<file path="src/hdl/sprbc_pkg.sv">
/*
  shared constants for the pattern-read and bank-control link model.
  assumes one clock (aclk, 25 MHz) drives both ends of the link.
*/
package sprbc_pkg;
  // command encodings on the link
  localparam logic [2:0] CMD_NOP = 3'h0;
  localparam logic [2:0] CMD_ACT = 3'h1;
  localparam logic [2:0] CMD_PRE = 3'h2;
  localparam logic [2:0] CMD_RD = 3'h3;
  localparam logic [2:0] CMD_WR = 3'h4;
  localparam logic [2:0] CMD_MRS = 3'h5;
  // mode word selectors (bank field during mode set)
  localparam logic [2:0] MW_ZERO = 3'h0;
  localparam logic [2:0] MW_ONE = 3'h1;
  localparam logic [2:0] MW_THREE = 3'h3;
  // address field positions
  localparam int AUTO_PRECHARGE_BIT = 10;
  localparam int BURST_CHOP_BIT = 12;
  localparam int NIBBLE_BIT = 2;
  localparam int PAT_EN_BIT = 2;
  // burst length field of mode word zero
  localparam logic [1:0] BL_FIXED8 = 2'h0;
  localparam logic [1:0] BL_OTF = 2'h1;
  localparam logic [1:0] BL_FIXED4 = 2'h2;
  // pattern location that holds the calibration pattern
  localparam logic [1:0] LOC_CAL = 2'h0;
  localparam logic [7:0] CAL_PATTERN = 8'haa;
  // beat counts and column gap
  localparam int BEATS_FULL = 8;
  localparam int BEATS_CHOP = 4;
  localparam int COL_GAP = 4;
  // row close time
  localparam int ROW_CLOSE_NS = 15;
  localparam int CLK_PERIOD_NS = 40;
  localparam int ROW_CLOSE_CYC = (ROW_CLOSE_NS + CLK_PERIOD_NS - 1) / CLK_PERIOD_NS;
  // link widths
  localparam int BANKS = 8;
  localparam int ROW_W = 16;
  localparam int DQ_W = 16;
  // controller register map (AXI4-Lite byte offsets)
  localparam logic [3:0] REG_CMD = 4'h0;
  localparam logic [3:0] REG_ADDR = 4'h4;
  localparam logic [3:0] REG_STATUS = 4'h8;
  localparam logic [3:0] REG_DATA = 4'hc;
  localparam logic [1:0] RESP_OKAY = 2'h0;
  localparam logic [1:0] RESP_SLVERR = 2'h2;
endpackage

</file>
<file path="src/hdl/sprbc_if.sv">
/*
  link between the memory controller and the memory device model.
  assumes both ends share aclk; dq is a two-way pin resolved here.
*/
`timescale 1ns/10ps
`default_nettype none
interface sprbc_if;
  logic [2:0] cmd; // command code
  logic [2:0] bank; // bank address
  logic [15:0] addr; // row, column or mode word
  logic dll_locked; // device delay-locked loop locked
  logic [15:0] dq_dev_o; // device drive value
  logic dq_dev_oe_n; // device enable, low drives
  logic dq_valid; // device marks a beat on dq
  logic [15:0] dq; // resolved data lanes
  assign dq = dq_dev_oe_n ? 16'h0000 : dq_dev_o;
  modport dev (input cmd, input bank, input addr, output dll_locked,
    output dq_dev_o, output dq_dev_oe_n, output dq_valid);
  modport ctl (output cmd, output bank, output addr, input dll_locked,
    input dq, input dq_valid);
endinterface
`default_nettype wire

</file>
<file path="src/hdl/sprbc_device.sv">
/*
  memory device end: bank open state, mode words, read bursts and the
  pattern readout register.
  assumes the controller keeps its own command spacing duties.
// Contract
// lane zero carries pattern bits
// byte lanes one to seven copy lane zero
// upper byte lane zero also carries pattern
// pattern reads ignore bank and high address
// controller drives column bits one, zero low
// full pattern burst returns beats zero to seven
// column bit two picks nibble when chopped
// chop select line or fixed chop honoured
// pattern reads use normal read latency
// controller waits for lock before pattern read
// beat zero is lsb, beat seven msb
// location zero gives alternating calibration pattern
// controller avoids reserved locations
// activate opens row in chosen bank
// controller precharges before new row
// precharge closes one or all banks
// other bank access accepted during auto precharge
// controller activates idle bank before access
// precharge to idle bank restarts timer
// chop line low chops, high full burst
// chop line never used as column bit
// full burst for field 00, or 01 high
// read latency is additive plus column latency
// pattern disabled means normal array access
*/
`timescale 1ns/10ps
`default_nettype none
module sprbc_device #(
  parameter int LOCK_CYC = 16 // cycles until loop reports lock
) (
  // clock and reset
  input wire logic aclk,
  input wire logic aresetn,
  // link
  sprbc_if.dev lnk
);
  logic [1:0] bl_field_ff; // burst length field of mode word zero
  logic [3:0] cas_lat_ff; // column access latency
  logic [3:0] add_lat_ff; // additive latency
  logic pat_en_ff; // pattern readout enabled
  logic [1:0] pat_loc_ff; // pattern location select
  logic [sprbc_pkg::BANKS-1:0] open_ff; // per-bank open flag
  logic [15:0] row_ff [sprbc_pkg::BANKS]; // open row per bank
  logic [7:0] close_cnt_ff [sprbc_pkg::BANKS]; // row close timer per bank
  logic [15:0] mem_ff [16]; // tiny array stand-in, indexed by column
  logic [5:0] lock_cnt_ff; // lock delay counter
  logic dll_locked_ff; // lock flag
  // read pipeline: latency countdown then beat shifter
  logic [4:0] lat_cnt_ff; // cycles to first beat
  logic pend_ff; // read waiting for latency
  logic [3:0] beats_left_ff; // beats still to send
  logic [2:0] beat_idx_ff; // current beat index
  logic pend_pat_ff; // pending read is a pattern read
  logic [15:0] pend_word_ff; // array word for pending read
  logic [3:0] pend_beats_ff; // beat count for pending read
  logic [2:0] pend_start_ff; // first beat index
  logic cur_pat_ff; // active burst is pattern
  logic [15:0] cur_word_ff; // active array word
  logic [15:0] dq_o_ff; // lane drive value
  logic dq_oe_n_ff; // lane enable, low drives
  logic dq_valid_ff; // beat valid
  logic [4:0] nxt_lat; // read latency for new read
  logic chop; // decoded chop for this command
  logic is_rd; // read command now

  // burst length decision from mode field and chop line
  function automatic logic chop_of(input logic [1:0] fld, input logic line);
    chop_of = (fld == sprbc_pkg::BL_FIXED4) || ((fld == sprbc_pkg::BL_OTF) && !line);
  endfunction

  // pattern bit for a location; reserved locations read zero
  function automatic logic pat_bit(input logic [1:0] loc, input logic [2:0] idx);
    pat_bit = (loc == sprbc_pkg::LOC_CAL) ? sprbc_pkg::CAL_PATTERN[idx] : 1'b0;
  endfunction

  assign is_rd = (lnk.cmd == sprbc_pkg::CMD_RD);
  assign chop = chop_of(bl_field_ff, lnk.addr[sprbc_pkg::BURST_CHOP_BIT]);
  assign nxt_lat = 5'(add_lat_ff) + 5'(cas_lat_ff);

  // loop lock after reset
  always_ff @(posedge aclk) begin
    if (!aresetn) begin
      lock_cnt_ff <= 6'h00;
      dll_locked_ff <= 1'b0;
    end else if (!dll_locked_ff) begin
      lock_cnt_ff <= lock_cnt_ff + 6'h01;
      dll_locked_ff <= (lock_cnt_ff == 6'(LOCK_CYC - 1));
    end
  end

  // mode words
  always_ff @(posedge aclk) begin
    if (!aresetn) begin
      bl_field_ff <= sprbc_pkg::BL_FIXED8;
      cas_lat_ff <= 4'h6;
      add_lat_ff <= 4'h0;
      pat_en_ff <= 1'b0;
      pat_loc_ff <= 2'h0;
    end else if (lnk.cmd == sprbc_pkg::CMD_MRS) begin
      case (lnk.bank)
        sprbc_pkg::MW_ZERO: begin
          bl_field_ff <= lnk.addr[1:0];
          cas_lat_ff <= lnk.addr[7:4];
        end
        sprbc_pkg::MW_ONE: add_lat_ff <= lnk.addr[3:0];
        sprbc_pkg::MW_THREE: begin
          pat_en_ff <= lnk.addr[sprbc_pkg::PAT_EN_BIT];
          pat_loc_ff <= lnk.addr[1:0];
        end
        default: ; // other mode words hold nothing modelled here
      endcase
    end
  end

  // bank open state and close timers
  always_ff @(posedge aclk) begin
    if (!aresetn) begin
      open_ff <= '0;
      for (int b = 0; b < sprbc_pkg::BANKS; b++) begin
        row_ff[b] <= 16'h0000;
        close_cnt_ff[b] <= 8'h00;
      end
    end else begin
      for (int b = 0; b < sprbc_pkg::BANKS; b++) begin
        if (close_cnt_ff[b] != 8'h00) close_cnt_ff[b] <= close_cnt_ff[b] - 8'h01;
      end
      if (lnk.cmd == sprbc_pkg::CMD_ACT) begin
        open_ff[lnk.bank] <= 1'b1;
        row_ff[lnk.bank] <= lnk.addr;
      end else if (lnk.cmd == sprbc_pkg::CMD_PRE) begin
        for (int b = 0; b < sprbc_pkg::BANKS; b++) begin
          // all-bank form uses the auto precharge line; idle banks restart too
          if (lnk.addr[sprbc_pkg::AUTO_PRECHARGE_BIT] || (3'(b) == lnk.bank)) begin
            open_ff[b] <= 1'b0;
            close_cnt_ff[b] <= 8'(sprbc_pkg::ROW_CLOSE_CYC);
          end
        end
      end else if ((is_rd || lnk.cmd == sprbc_pkg::CMD_WR) && !pat_en_ff &&
                   lnk.addr[sprbc_pkg::AUTO_PRECHARGE_BIT]) begin
        // auto precharge only closes the addressed bank; others stay usable
        open_ff[lnk.bank] <= 1'b0;
        close_cnt_ff[lnk.bank] <= 8'(sprbc_pkg::ROW_CLOSE_CYC);
      end
    end
  end

  // array writes: column bits below the chop line only
  always_ff @(posedge aclk) begin
    if (!aresetn) begin
      for (int i = 0; i < 16; i++) mem_ff[i] <= 16'h0000;
    end else if (lnk.cmd == sprbc_pkg::CMD_WR && !pat_en_ff) begin
      mem_ff[lnk.addr[6:3]] <= {13'h0000, lnk.bank} ^ row_ff[lnk.bank];
    end
  end

  // read capture: one pending read, latency from mode words
  always_ff @(posedge aclk) begin
    if (!aresetn) begin
      pend_ff <= 1'b0;
      lat_cnt_ff <= 5'h00;
      pend_pat_ff <= 1'b0;
      pend_word_ff <= 16'h0000;
      pend_beats_ff <= 4'h0;
      pend_start_ff <= 3'h0;
    end else if (is_rd) begin
      pend_ff <= 1'b1;
      lat_cnt_ff <= (nxt_lat == 5'h00) ? 5'h00 : nxt_lat - 5'h01;
      pend_pat_ff <= pat_en_ff;
      pend_word_ff <= mem_ff[lnk.addr[6:3]];
      pend_beats_ff <= chop ? 4'(sprbc_pkg::BEATS_CHOP) : 4'(sprbc_pkg::BEATS_FULL);
      // pattern reads keep only column bit two for the nibble
      pend_start_ff <= (chop && lnk.addr[sprbc_pkg::NIBBLE_BIT]) ? 3'h4 : 3'h0;
    end else if (pend_ff) begin
      if (lat_cnt_ff == 5'h00) pend_ff <= 1'b0;
      else lat_cnt_ff <= lat_cnt_ff - 5'h01;
    end
  end

  // beat shifter and lane drive
  always_ff @(posedge aclk) begin
    if (!aresetn) begin
      beats_left_ff <= 4'h0;
      beat_idx_ff <= 3'h0;
      cur_pat_ff <= 1'b0;
      cur_word_ff <= 16'h0000;
      dq_o_ff <= 16'h0000;
      dq_oe_n_ff <= 1'b1;
      dq_valid_ff <= 1'b0;
    end else begin
      logic [2:0] idx;
      logic [3:0] left;
      logic pat;
      logic [15:0] word;
      idx = beat_idx_ff;
      left = beats_left_ff;
      pat = cur_pat_ff;
      word = cur_word_ff;
      if (pend_ff && lat_cnt_ff == 5'h00 && beats_left_ff <= 4'h1) begin
        idx = pend_start_ff;
        left = pend_beats_ff;
        pat = pend_pat_ff;
        word = pend_word_ff;
      end
      if (left != 4'h0) begin
        // one bit over every lane, so each byte copies its lane zero
        dq_o_ff <= pat ? {16{pat_bit(pat_loc_ff, idx)}} : word ^ {13'h0000, idx};
        dq_oe_n_ff <= 1'b0;
        dq_valid_ff <= 1'b1;
        beat_idx_ff <= idx + 3'h1;
        beats_left_ff <= left - 4'h1;
      end else begin
        dq_oe_n_ff <= 1'b1;
        dq_valid_ff <= 1'b0;
        beats_left_ff <= 4'h0;
      end
      cur_pat_ff <= pat;
      cur_word_ff <= word;
    end
  end

  assign lnk.dll_locked = dll_locked_ff;
  assign lnk.dq_dev_o = dq_o_ff;
  assign lnk.dq_dev_oe_n = dq_oe_n_ff;
  assign lnk.dq_valid = dq_valid_ff;
endmodule
`default_nettype wire

</file>
<file path="src/flat_wrapper.sv">
// flat-port wrapper written by rule: the top's interface ports become plain ports
module sprbc_device_flat 
#(
  parameter int LOCK_CYC = 16                                  
)
  (aclk, aresetn, lnk_cmd, lnk_bank, lnk_addr, lnk_dll_locked, lnk_dq_dev_o, lnk_dq_dev_oe_n, lnk_dq_valid);
  sprbc_if lnk_i ();
  input wire logic aclk;
  input wire logic aresetn;
  input wire logic [$bits(lnk_i.cmd)-1:0] lnk_cmd;
  input wire logic [$bits(lnk_i.bank)-1:0] lnk_bank;
  input wire logic [$bits(lnk_i.addr)-1:0] lnk_addr;
  output wire logic [$bits(lnk_i.dll_locked)-1:0] lnk_dll_locked;
  output wire logic [$bits(lnk_i.dq_dev_o)-1:0] lnk_dq_dev_o;
  output wire logic [$bits(lnk_i.dq_dev_oe_n)-1:0] lnk_dq_dev_oe_n;
  output wire logic [$bits(lnk_i.dq_valid)-1:0] lnk_dq_valid;
  assign lnk_i.cmd = lnk_cmd;
  assign lnk_i.bank = lnk_bank;
  assign lnk_i.addr = lnk_addr;
  assign lnk_dll_locked = lnk_i.dll_locked;
  assign lnk_dq_dev_o = lnk_i.dq_dev_o;
  assign lnk_dq_dev_oe_n = lnk_i.dq_dev_oe_n;
  assign lnk_dq_valid = lnk_i.dq_valid;
  sprbc_device #(.LOCK_CYC(LOCK_CYC)) u_core (.aclk(aclk), .aresetn(aresetn), .lnk(lnk_i));
endmodule
</file>
<file path="config.mk">
export PLATFORM = sky130hd
export DESIGN_NAME = sprbc_device_flat
export DESIGN_NICKNAME = d
export VERILOG_FILES = /design/src/hdl/sprbc_pkg.sv /design/src/hdl/sprbc_if.sv /design/src/hdl/sprbc_device.sv /design/src/flat_wrapper.sv
export SDC_FILE = /design/constraint.sdc
export NUM_CORES = 1
export LEC_CHECK = 0
export BUFFER_PORTS_ARGS = -buffer_cell sky130_fd_sc_hd__clkbuf_2
export CORE_ASPECT_RATIO = 2
export CORE_MARGIN = 1
export CORE_UTILIZATION = 38
export DETAILED_ROUTE_END_ITERATION = 10
export PLACE_DENSITY = 0.61
export SYNTH_ARGS = -nofsm -noshare
export SYNTH_HDL_FRONTEND = slang
export SYNTH_SLANG_ARGS = --single-unit
</file>
<file path="constraint.sdc">
create_clock -name aclk -period 7.5 [get_ports aclk]
set_input_delay 1.5 -clock aclk [delete_from_list [all_inputs] [get_ports aclk]]
set_output_delay 1.5 -clock aclk [all_outputs]
set_load 0.005 [all_outputs]
</file>
==> results of run 1 <==
[cell families (layout without fill, tap and decap cells)]
kind of cell | Yosys count | count (layout) | share of synthesized area [%]
compound gates | 209 | 209 | 6.416
xor+xnor | 13 | 13 | 0.5514
fa+ha+maj | 11 | 11 | 0.7028
buf+inv | 134 | 178 | 2.763
flops | 472 | 472 | 64.37
mux | 155 | 155 | 11.51
other cells | 0 | 1 | 0
simple gates | 590 | 590 | 13.69
[cell usage in the layout (no fill, tap or decap), types with 14 or more instances in the layout]
cell type / instances
edfxtp_1: 384
nor2_1: 298
and2_1: 130
dfxtp_1: 88
nand2_1: 82
mux2i_1: 80
mux4_2: 66
a21oi_1: 62
buf_4: 46
clkbuf_16: 41
clkbuf_2: 40
o21ai_0: 34
o22ai_1: 33
a211oi_1: 19
nand4b_1: 17
a22o_1: 15
inv_1: 14
a22oi_1: 14
clkbuf_1: 14
[stage by stage]
stage | area, um^2 | setup slack, ns | instances
2_1_floorplan | 20650 | 3.715 | 1584
3_3_place_gp | 21610 | 2.664 | 2225
3_5_place_dp | 21610 | 2.578 | 2225
4_1_cts | 22890 | 3.179 | 2299
5_1_grt | 22890 | 3.159 | 2299
6_report | 22900 | 3.175 | 2300
[cell usage after synthesis, drive strengths merged, types with 4 or more instances]
library cell and count:
a211oi 19, a21o 4, a21oi 62, a22o 15, a22oi 14, and2 130, buf 39, clkbuf 78
dfxtp 88, edfxtp 384, ha 10, inv 16, mux2i 89, mux4 66, nand2 83, nand2b 7
nand3 11, nand4b 17, nor2 299, nor2b 6, nor3 8, nor3b 5, o21ai 40, o22ai 33
xnor2 4, xor2 9
[worst min path at each step]
stage                                            from                                end  slack, ns  cells after the start
detailed placement  u_core.cur_word_ff[10]$_SDFF_PN0_  u_core.cur_word_ff[10]$_SDFF_PN0_       0.45                      2
CTS                 u_core.cur_word_ff[10]$_SDFF_PN0_  u_core.cur_word_ff[10]$_SDFF_PN0_       0.46                      2
finish               u_core.cur_word_ff[8]$_SDFF_PN0_   u_core.cur_word_ff[8]$_SDFF_PN0_       0.46                      2
global route         u_core.cur_word_ff[7]$_SDFF_PN0_   u_core.cur_word_ff[7]$_SDFF_PN0_       0.47                      2
floorplan           u_core.cur_word_ff[15]$_SDFF_PN0_  u_core.cur_word_ff[15]$_SDFF_PN0_       0.44                      2
global placement     u_core.cur_word_ff[3]$_SDFF_PN0_   u_core.cur_word_ff[3]$_SDFF_PN0_       0.44                      2
[power by group]
group	internal (mW)	total, mW	switching (mW)	leakage (nW)
registers	2.93	2.99	0.0579	4.68
clock network	1.16	2.10	0.947	0.632
logic	0.181	0.551	0.371	2.98
total	4.27	5.65	1.38	8.29
[worst reg2reg max path, cell delays in order, from the launching register on]
cell and delay [ns]:
dfxtp_1 0.33, nor2_1 0.12, nor4b_1 0.75, buf_4 0.33, nand3_1 0.55, nand2_1 0.84
[state kept, by name, summed over array words and instances (netlist names), 2 cells and up]
name and flops:
u_core.pat_loc_ff 2, u_core.lat_cnt_ff 5, u_core.cas_lat_ff 4, u_core.beats_left_ff 4
u_core.lnk.dq_dev_o 16, u_core.add_lat_ff 4, u_core.row_ff 128, u_core.pend_beats_ff 2
u_core.bl_field_ff 2, u_core.lock_cnt_ff 6, u_core.cur_word_ff 16, u_core.beat_idx_ff 3
u_core.pend_word_ff 16, u_core.mem_ff 256
[layer usage]
metal  vias to the layer above  track usage [%]
met4                         0            12.94
met5                         -                0
met1                      6511            20.63
li1                       5803                -
met2                       423            37.75
met3                       134            2.753
[area by class of cell]
cell class	instances	area share (%)
tap	671	3.667
clock inverter	15	0.6667
multi-input combinational	978	29.94
timing repair buffer	87	2.405
clock buffer	59	4.951
inverter	17	0.3006
sequential	472	58.06
antenna	1	0.01093
==> metrics.txt, run 1 <==
Max Cap Viol 0; clock slew at reported path FFs 0.07 ns; top sig layer met4; Final Cycle Share 57.66%; CTS tree built; Post-Synthesis Cell Area 20,650 um^2; Synth area leader edfxtp_1; critical path buffer and inverter count 3; initial antenna violation count 0; HPWL after DPL 36,930 um; peak supply drop 0.1549 mV; WL per Instance 24.15 um; crit-path max cell delay 0.83 ns; Max Clock Skew 0.01619 ns; Final ANT Viol Nets 0; final max-slew violation count 0; hold_buf cts 0; IO buf count 42; post-CTS setup buffers 0; share of cells above drive strength 1 14.56%; Yosys reg bits 472; Worst R2R Setup Slack 4.20 ns; Die H 331.7 um; final hold slack 0.4571 ns; Post-CTS Resized 0; pwr dens 246.6 nW/um^2; Critical Path RT 7.69 ns; Critical Path Start Type input port; sequential cell area 13,290 um^2; Yosys cell types 67; standard-cell row count 120; DRC 0; Final nets 1,631; cts bufs inserted 40; First DRT Iteration DRCs 1,049; RSZ-0062 raised after global routing false; vias per cell 5.596; Overall Power 5.647 mW; worst flop-to-flop path endpoint u_core.mem_ff[8][11]$_SDFFCE_PN0P_; global-route wire length before repair 81,930 um; pin slew with the least headroom to its limit 1.266 ns; crit end category flop; H-tree depth 2; Mapped Avg Cell Area 13.04 um^2; Main synth FF type edfxtp_1; synth top area cells edfxtp_1, dfxtp_1, mux4_2; family with the most delay on the worst path simple AND/OR/NAND/NOR gates; R2R cell count 5; status completed; Post-Route Utilization 42.71%; die area 55,340 um^2; P&R area growth vs syn 10.87%; normalized max-slew margin 13.91%; worst hold path class reg2reg; ys async rst share 0%; worst setup path endpoint u_core.mem_ff[8][11]$_SDFFCE_PN0P_; register area share after synthesis 64.37%; LEAKAGE 8.295 nW; vias in the first global route 12,910; routed wire length 55,530 um; number of placed I/O pins 43; gpl congestion 0.9214; initial core utilization 38.53%; Post-synth EDFFs 384; Mapped Cells 1,584; critical path data arrival time 4.51 ns; synthesized net count 1,619; fmax 0.2312 GHz; Worst path depth 6; critical path type in2reg; wire length on met1 18,910 um; TritonCTS Sinks 472; core footprint 53,600 um^2; crit-path max FO 19; WL met3 2772 um; beginning of the critical path aresetn; r2r startpoint u_core.pat_en_ff$_SDFFE_PN0P_; CTS Root Cell clkbuf_16; Initial DRT Pass Iterations 6; clk_lat worst skew 0.57 ns; Via Count 12,870; metal2 WL 30,080 um; Yosys top cell area share 55.84%; footprint of the multi-input gates 6855 um^2; Tot GR Track Use 20.11%; fill count 4,783; setup_tns 0 ns; Critical Path Slowest Stage Cell nand2_1; CP Cell Sequence clkbuf_2 -> inv_2 -> nor4b_1 -> buf_4 -> nand3_1 -> nand2_1; CTS Buffer Depth 3; GRT overflow 0; final setup vio count 0; Final Hold Fails 0; Yosys Warn Count 0; Die Wd 166.8 um; largest net degree at the start of global routing 46; min Tclk post-route 4.325 ns
Power figures use the tool's default switching activity.
==> run 2, diff against run 1 <==
- ABC_AREA: not set -> 1
- PLACE_DENSITY: 0.61 -> 0.63
- clock period: 7.5 -> 3.7 ns (I/O delays scaled with it)
==> run 2 against run 1 <==
Compared with the run above: the flow now finishes with violations (design-rule violations); via count increased by 11%; synthesized area down 0.84%; count of clock-buffer cells in the layout is 6 lower; core utilization decreased by 0.17 points; critical path depth up 7; final area down 0.68%; sequential power up 100%; clock skew shrank 0.0033 ns; register-to-register slack worse by 3.1 ns; combinational power rose by 130%; sequential cell count did not move; critical endpoint is now u_core.beats_left_ff[0]$_SDFF_PN0_.
==> metrics.txt, run 2 <==
First DRT Iteration DRCs 925 (-12%); final setup vio count 0 (unchanged); vias in the first global route 14,740 (+14%); Die Wd 166.2 um (-0.41%); fin cells 2,678 (+16%); critical path data arrival time 3.10 ns (-1.41 ns); register area share after synthesis 64.91% (+0.54 points); DRC 1 (+1); Main synth FF type edfxtp_1; max reg flops 256 (unchanged); LEAKAGE 8.696 nW (+4.8%); largest net degree at the start of global routing 84 (+83%); Worst R2R Setup Slack 1.08 ns (-3.12 ns); placed cell areas 21,460 um^2 (-0.69%); fill count 5,124 (+7.1%); post-CTS setup buffers 0 (unchanged); failing checks design-rule violations; critical path type reg2reg; Post-CTS Resized 0 (unchanged); gpl congestion 0.9067 (-1.6%); commonest non-fill, non-tap cell in the layout nor2_1; ys async rst share 0% (unchanged); Yosys reg bits 472 (unchanged); die area 54,880 um^2 (-0.83%); global-route wire length before repair 84,800 um (+3.5%); H-tree depth 2 (unchanged); Initial DRT Pass Iterations 8 (+2); final max-slew violation count 0 (unchanged); CTS tree built; initial antenna violation count 0 (unchanged); most frequent cells in the layout nor2_1, edfxtp_1, nand2_1; cell with the most instances after synthesis nor2_1; worst hold path class reg2reg; clock slew at reported path FFs 0.06 ns (about the same); worst flop-to-flop path endpoint u_core.beats_left_ff[0]$_SDFF_PN0_; GRT overflow 0 (unchanged); Critical Path Start Type flop; CTS Root Cell clkbuf_16; HPWL after DPL 38,930 um (+5.4%); min Tclk post-route 2.622 ns; routed wire length 56,170 um (+1.1%); pin slew with the least headroom to its limit 1.233 ns (-0.03300 ns); Hold Path Origin u_core.beats_left_ff[0]$_SDFF_PN0_; Worst Hold End u_core.beats_left_ff[0]$_SDFF_PN0_; r2r startpoint u_core.lat_cnt_ff[0]$_SDFFE_PN0P_; RSZ-0062 raised after global routing false; Final nets 2,012 (+23%); Hold Path Cell Cnt 1 (-1); antenna diode count 0 (-1); CTS Buffer Depth 3 (unchanged); initial core utilization 38.31% (-0.21 points); Final Cycle Share 70.85%; pwr dens 510.7 nW/um^2 (+110%); TritonCTS Sinks 472 (unchanged); Yosys top cell area share 56.31% (+0.47 points); IO buf count 42 (unchanged); Max Cap Viol 0 (unchanged); post-route cell area 22,740 um^2 (-0.68%); Max Clock Skew 0.01287 ns (-0.003320 ns); core footprint 53,450 um^2 (-0.28%); peak supply drop 0.3843 mV (+150%); Setup WS post-layout 1.078 ns (-2.097 ns); Die H 330.3 um (-0.42%); Post-Synthesis Cell Area 20,480 um^2 (-0.84%); Final Hold Fails 0 (unchanged); vias per cell 5.344 (-4.5%); Via Count 14,310 (+11%); Yosys Warn Count 0 (unchanged); clk_lat worst skew 0.56 ns (about the same); share of cells above drive strength 1 12.31% (-2.3 points); Tot GR Track Use 20.64% (+0.53 points); R2R cell count 13 (+8); status complete, but fails checks; Final ANT Viol Nets 0 (unchanged); cts bufs inserted 40 (unchanged); normalized max-slew margin 17.78% (+3.9 points); Yosys cell types 45 (-33%); WL per Instance 20.97 um (-13%); pre-CTS WS 0.6503 ns (-1.927 ns); Mapped Cells 1,945 (+23%); synthesized net count 1,980 (+22%); Mapped Avg Cell Area 10.53 um^2 (-19%); P&R area growth vs syn 11.05%; Biggest register u_core.mem_ff; hold_buf cts 0 (unchanged); Post-Route Utilization 42.54% (-0.17 points); setup_tns 0 ns (unchanged); largest registers u_core.mem_ff: 256 flops, u_core.row_ff: 128 flops; Post-synth EDFFs 384 (unchanged); top cells by count, synth nor2_1, edfxtp_1, nand2_1; crit end category flop; Synth area leader edfxtp_1; Critical Path RT 4.18 ns (-3.51 ns); synth top area cells edfxtp_1, nor2_1, dfxtp_1; crit-path max FO 22 (+3); number of placed I/O pins 43 (unchanged); standard-cell row count 120 (unchanged); fmax 0.3815 GHz; Cells after DPL 2,606 (+17%)
## run 2: changes by cell type in the layout (fill, tap and decap cells not counted), sizes merged, moves of 59 or more
cell / before / now
nand2: 83 / 340
nor2: 299 / 504
and2: 130 / 0
a22oi: 14 / 133
mux2i: 89 / 0
o21ai: 40 / 116
mux4: 66 / 0
nand3: 11 / 77
inv: 18 / 77
## run 2: worst max-delay path, stage by stage, from the launching register on
cell	delay (ns)
dfxtp_1	0.35
inv_1	0.08
ha_1	0.20
nand2_1	0.10
nor2_4	0.08
nand2_2	0.12
nand2_1	0.08
ha_1	0.21
nand3_1	0.10
nor2_1	0.05
buf_4	0.20
nor2_2	0.61
inv_1	0.21
a21oi_1	0.16
## run 2: kinds of logic after synthesis
kind of cell,share of synthesized area (%)
AO/OA/AOI/OAI,10.33
XOR/XNOR,0.2138
adder cells (fa/ha/maj),0.7087
buffers and inverters,4.790
flip-flops,64.91
AND/OR/NAND/NOR,19.05
## run 2: final cells by class
type | count | area, um^2 | share of cell area [%]
inverter | 83 | 311.5 | 1.370
sequential | 472 | 13290 | 58.45
tap | 671 | 839.6 | 3.692
timing repair buffer | 112 | 785.8 | 3.455
clock inverter | 19 | 191.4 | 0.8418
clock buffer | 53 | 1091 | 4.798
multi-input combinational | 1268 | 6228 | 27.39
## run 2: through the flow
step           hold WS (ns)  total power [mW]
6_report             0.4299             11.61
5_1_grt              0.4466             12.02
3_3_place_gp         0.4234             7.455
2_1_floorplan        0.4075             7.045
3_5_place_dp         0.4255             7.486
4_1_cts              0.4340             11.70
## run 2: power breakdown
| part | leakage [nW] | switching (mW) | total, mW | internal, mW |
|---|---|---|---|---|
| Sequential | 4.56 | 0.108 | 6.11 | 6.00 |
| Clock | 0.631 | 1.89 | 4.25 | 2.36 |
| Combinational | 3.50 | 0.922 | 1.26 | 0.338 |
| Total | 8.70 | 2.92 | 11.6 | 8.69 |
## run 2: worst max-delay path by stage
stage | from | end | cells past startpoint
finish | u_core.lat_cnt_ff[0]$_SDFFE_PN0P_ | u_core.beats_left_ff[0]$_SDFF_PN0_ | 13
global route | u_core.lat_cnt_ff[0]$_SDFFE_PN0P_ | u_core.beats_left_ff[0]$_SDFF_PN0_ | 13
CTS | u_core.lat_cnt_ff[0]$_SDFFE_PN0P_ | u_core.beats_left_ff[2]$_SDFF_PN0_ | 13
detailed placement | lnk_addr[4] | u_core.mem_ff[6][15]$_SDFFCE_PN0P_ | 7
global placement | lnk_addr[4] | u_core.mem_ff[6][10]$_SDFFCE_PN0P_ | 7
floorplan | lnk_bank[0] | u_core.row_ff[3][0]$_SDFFCE_PN0P_ | 8
## run 2: per-layer routing
layer	global-route usage [%]	share of wire (%)	up-vias
met2	39.79	54	459
li1	-	-	6741
met5	0	0	-
met4	16.96	8.4	0
met1	19.57	33	6943
met3	2.294	4.4	167
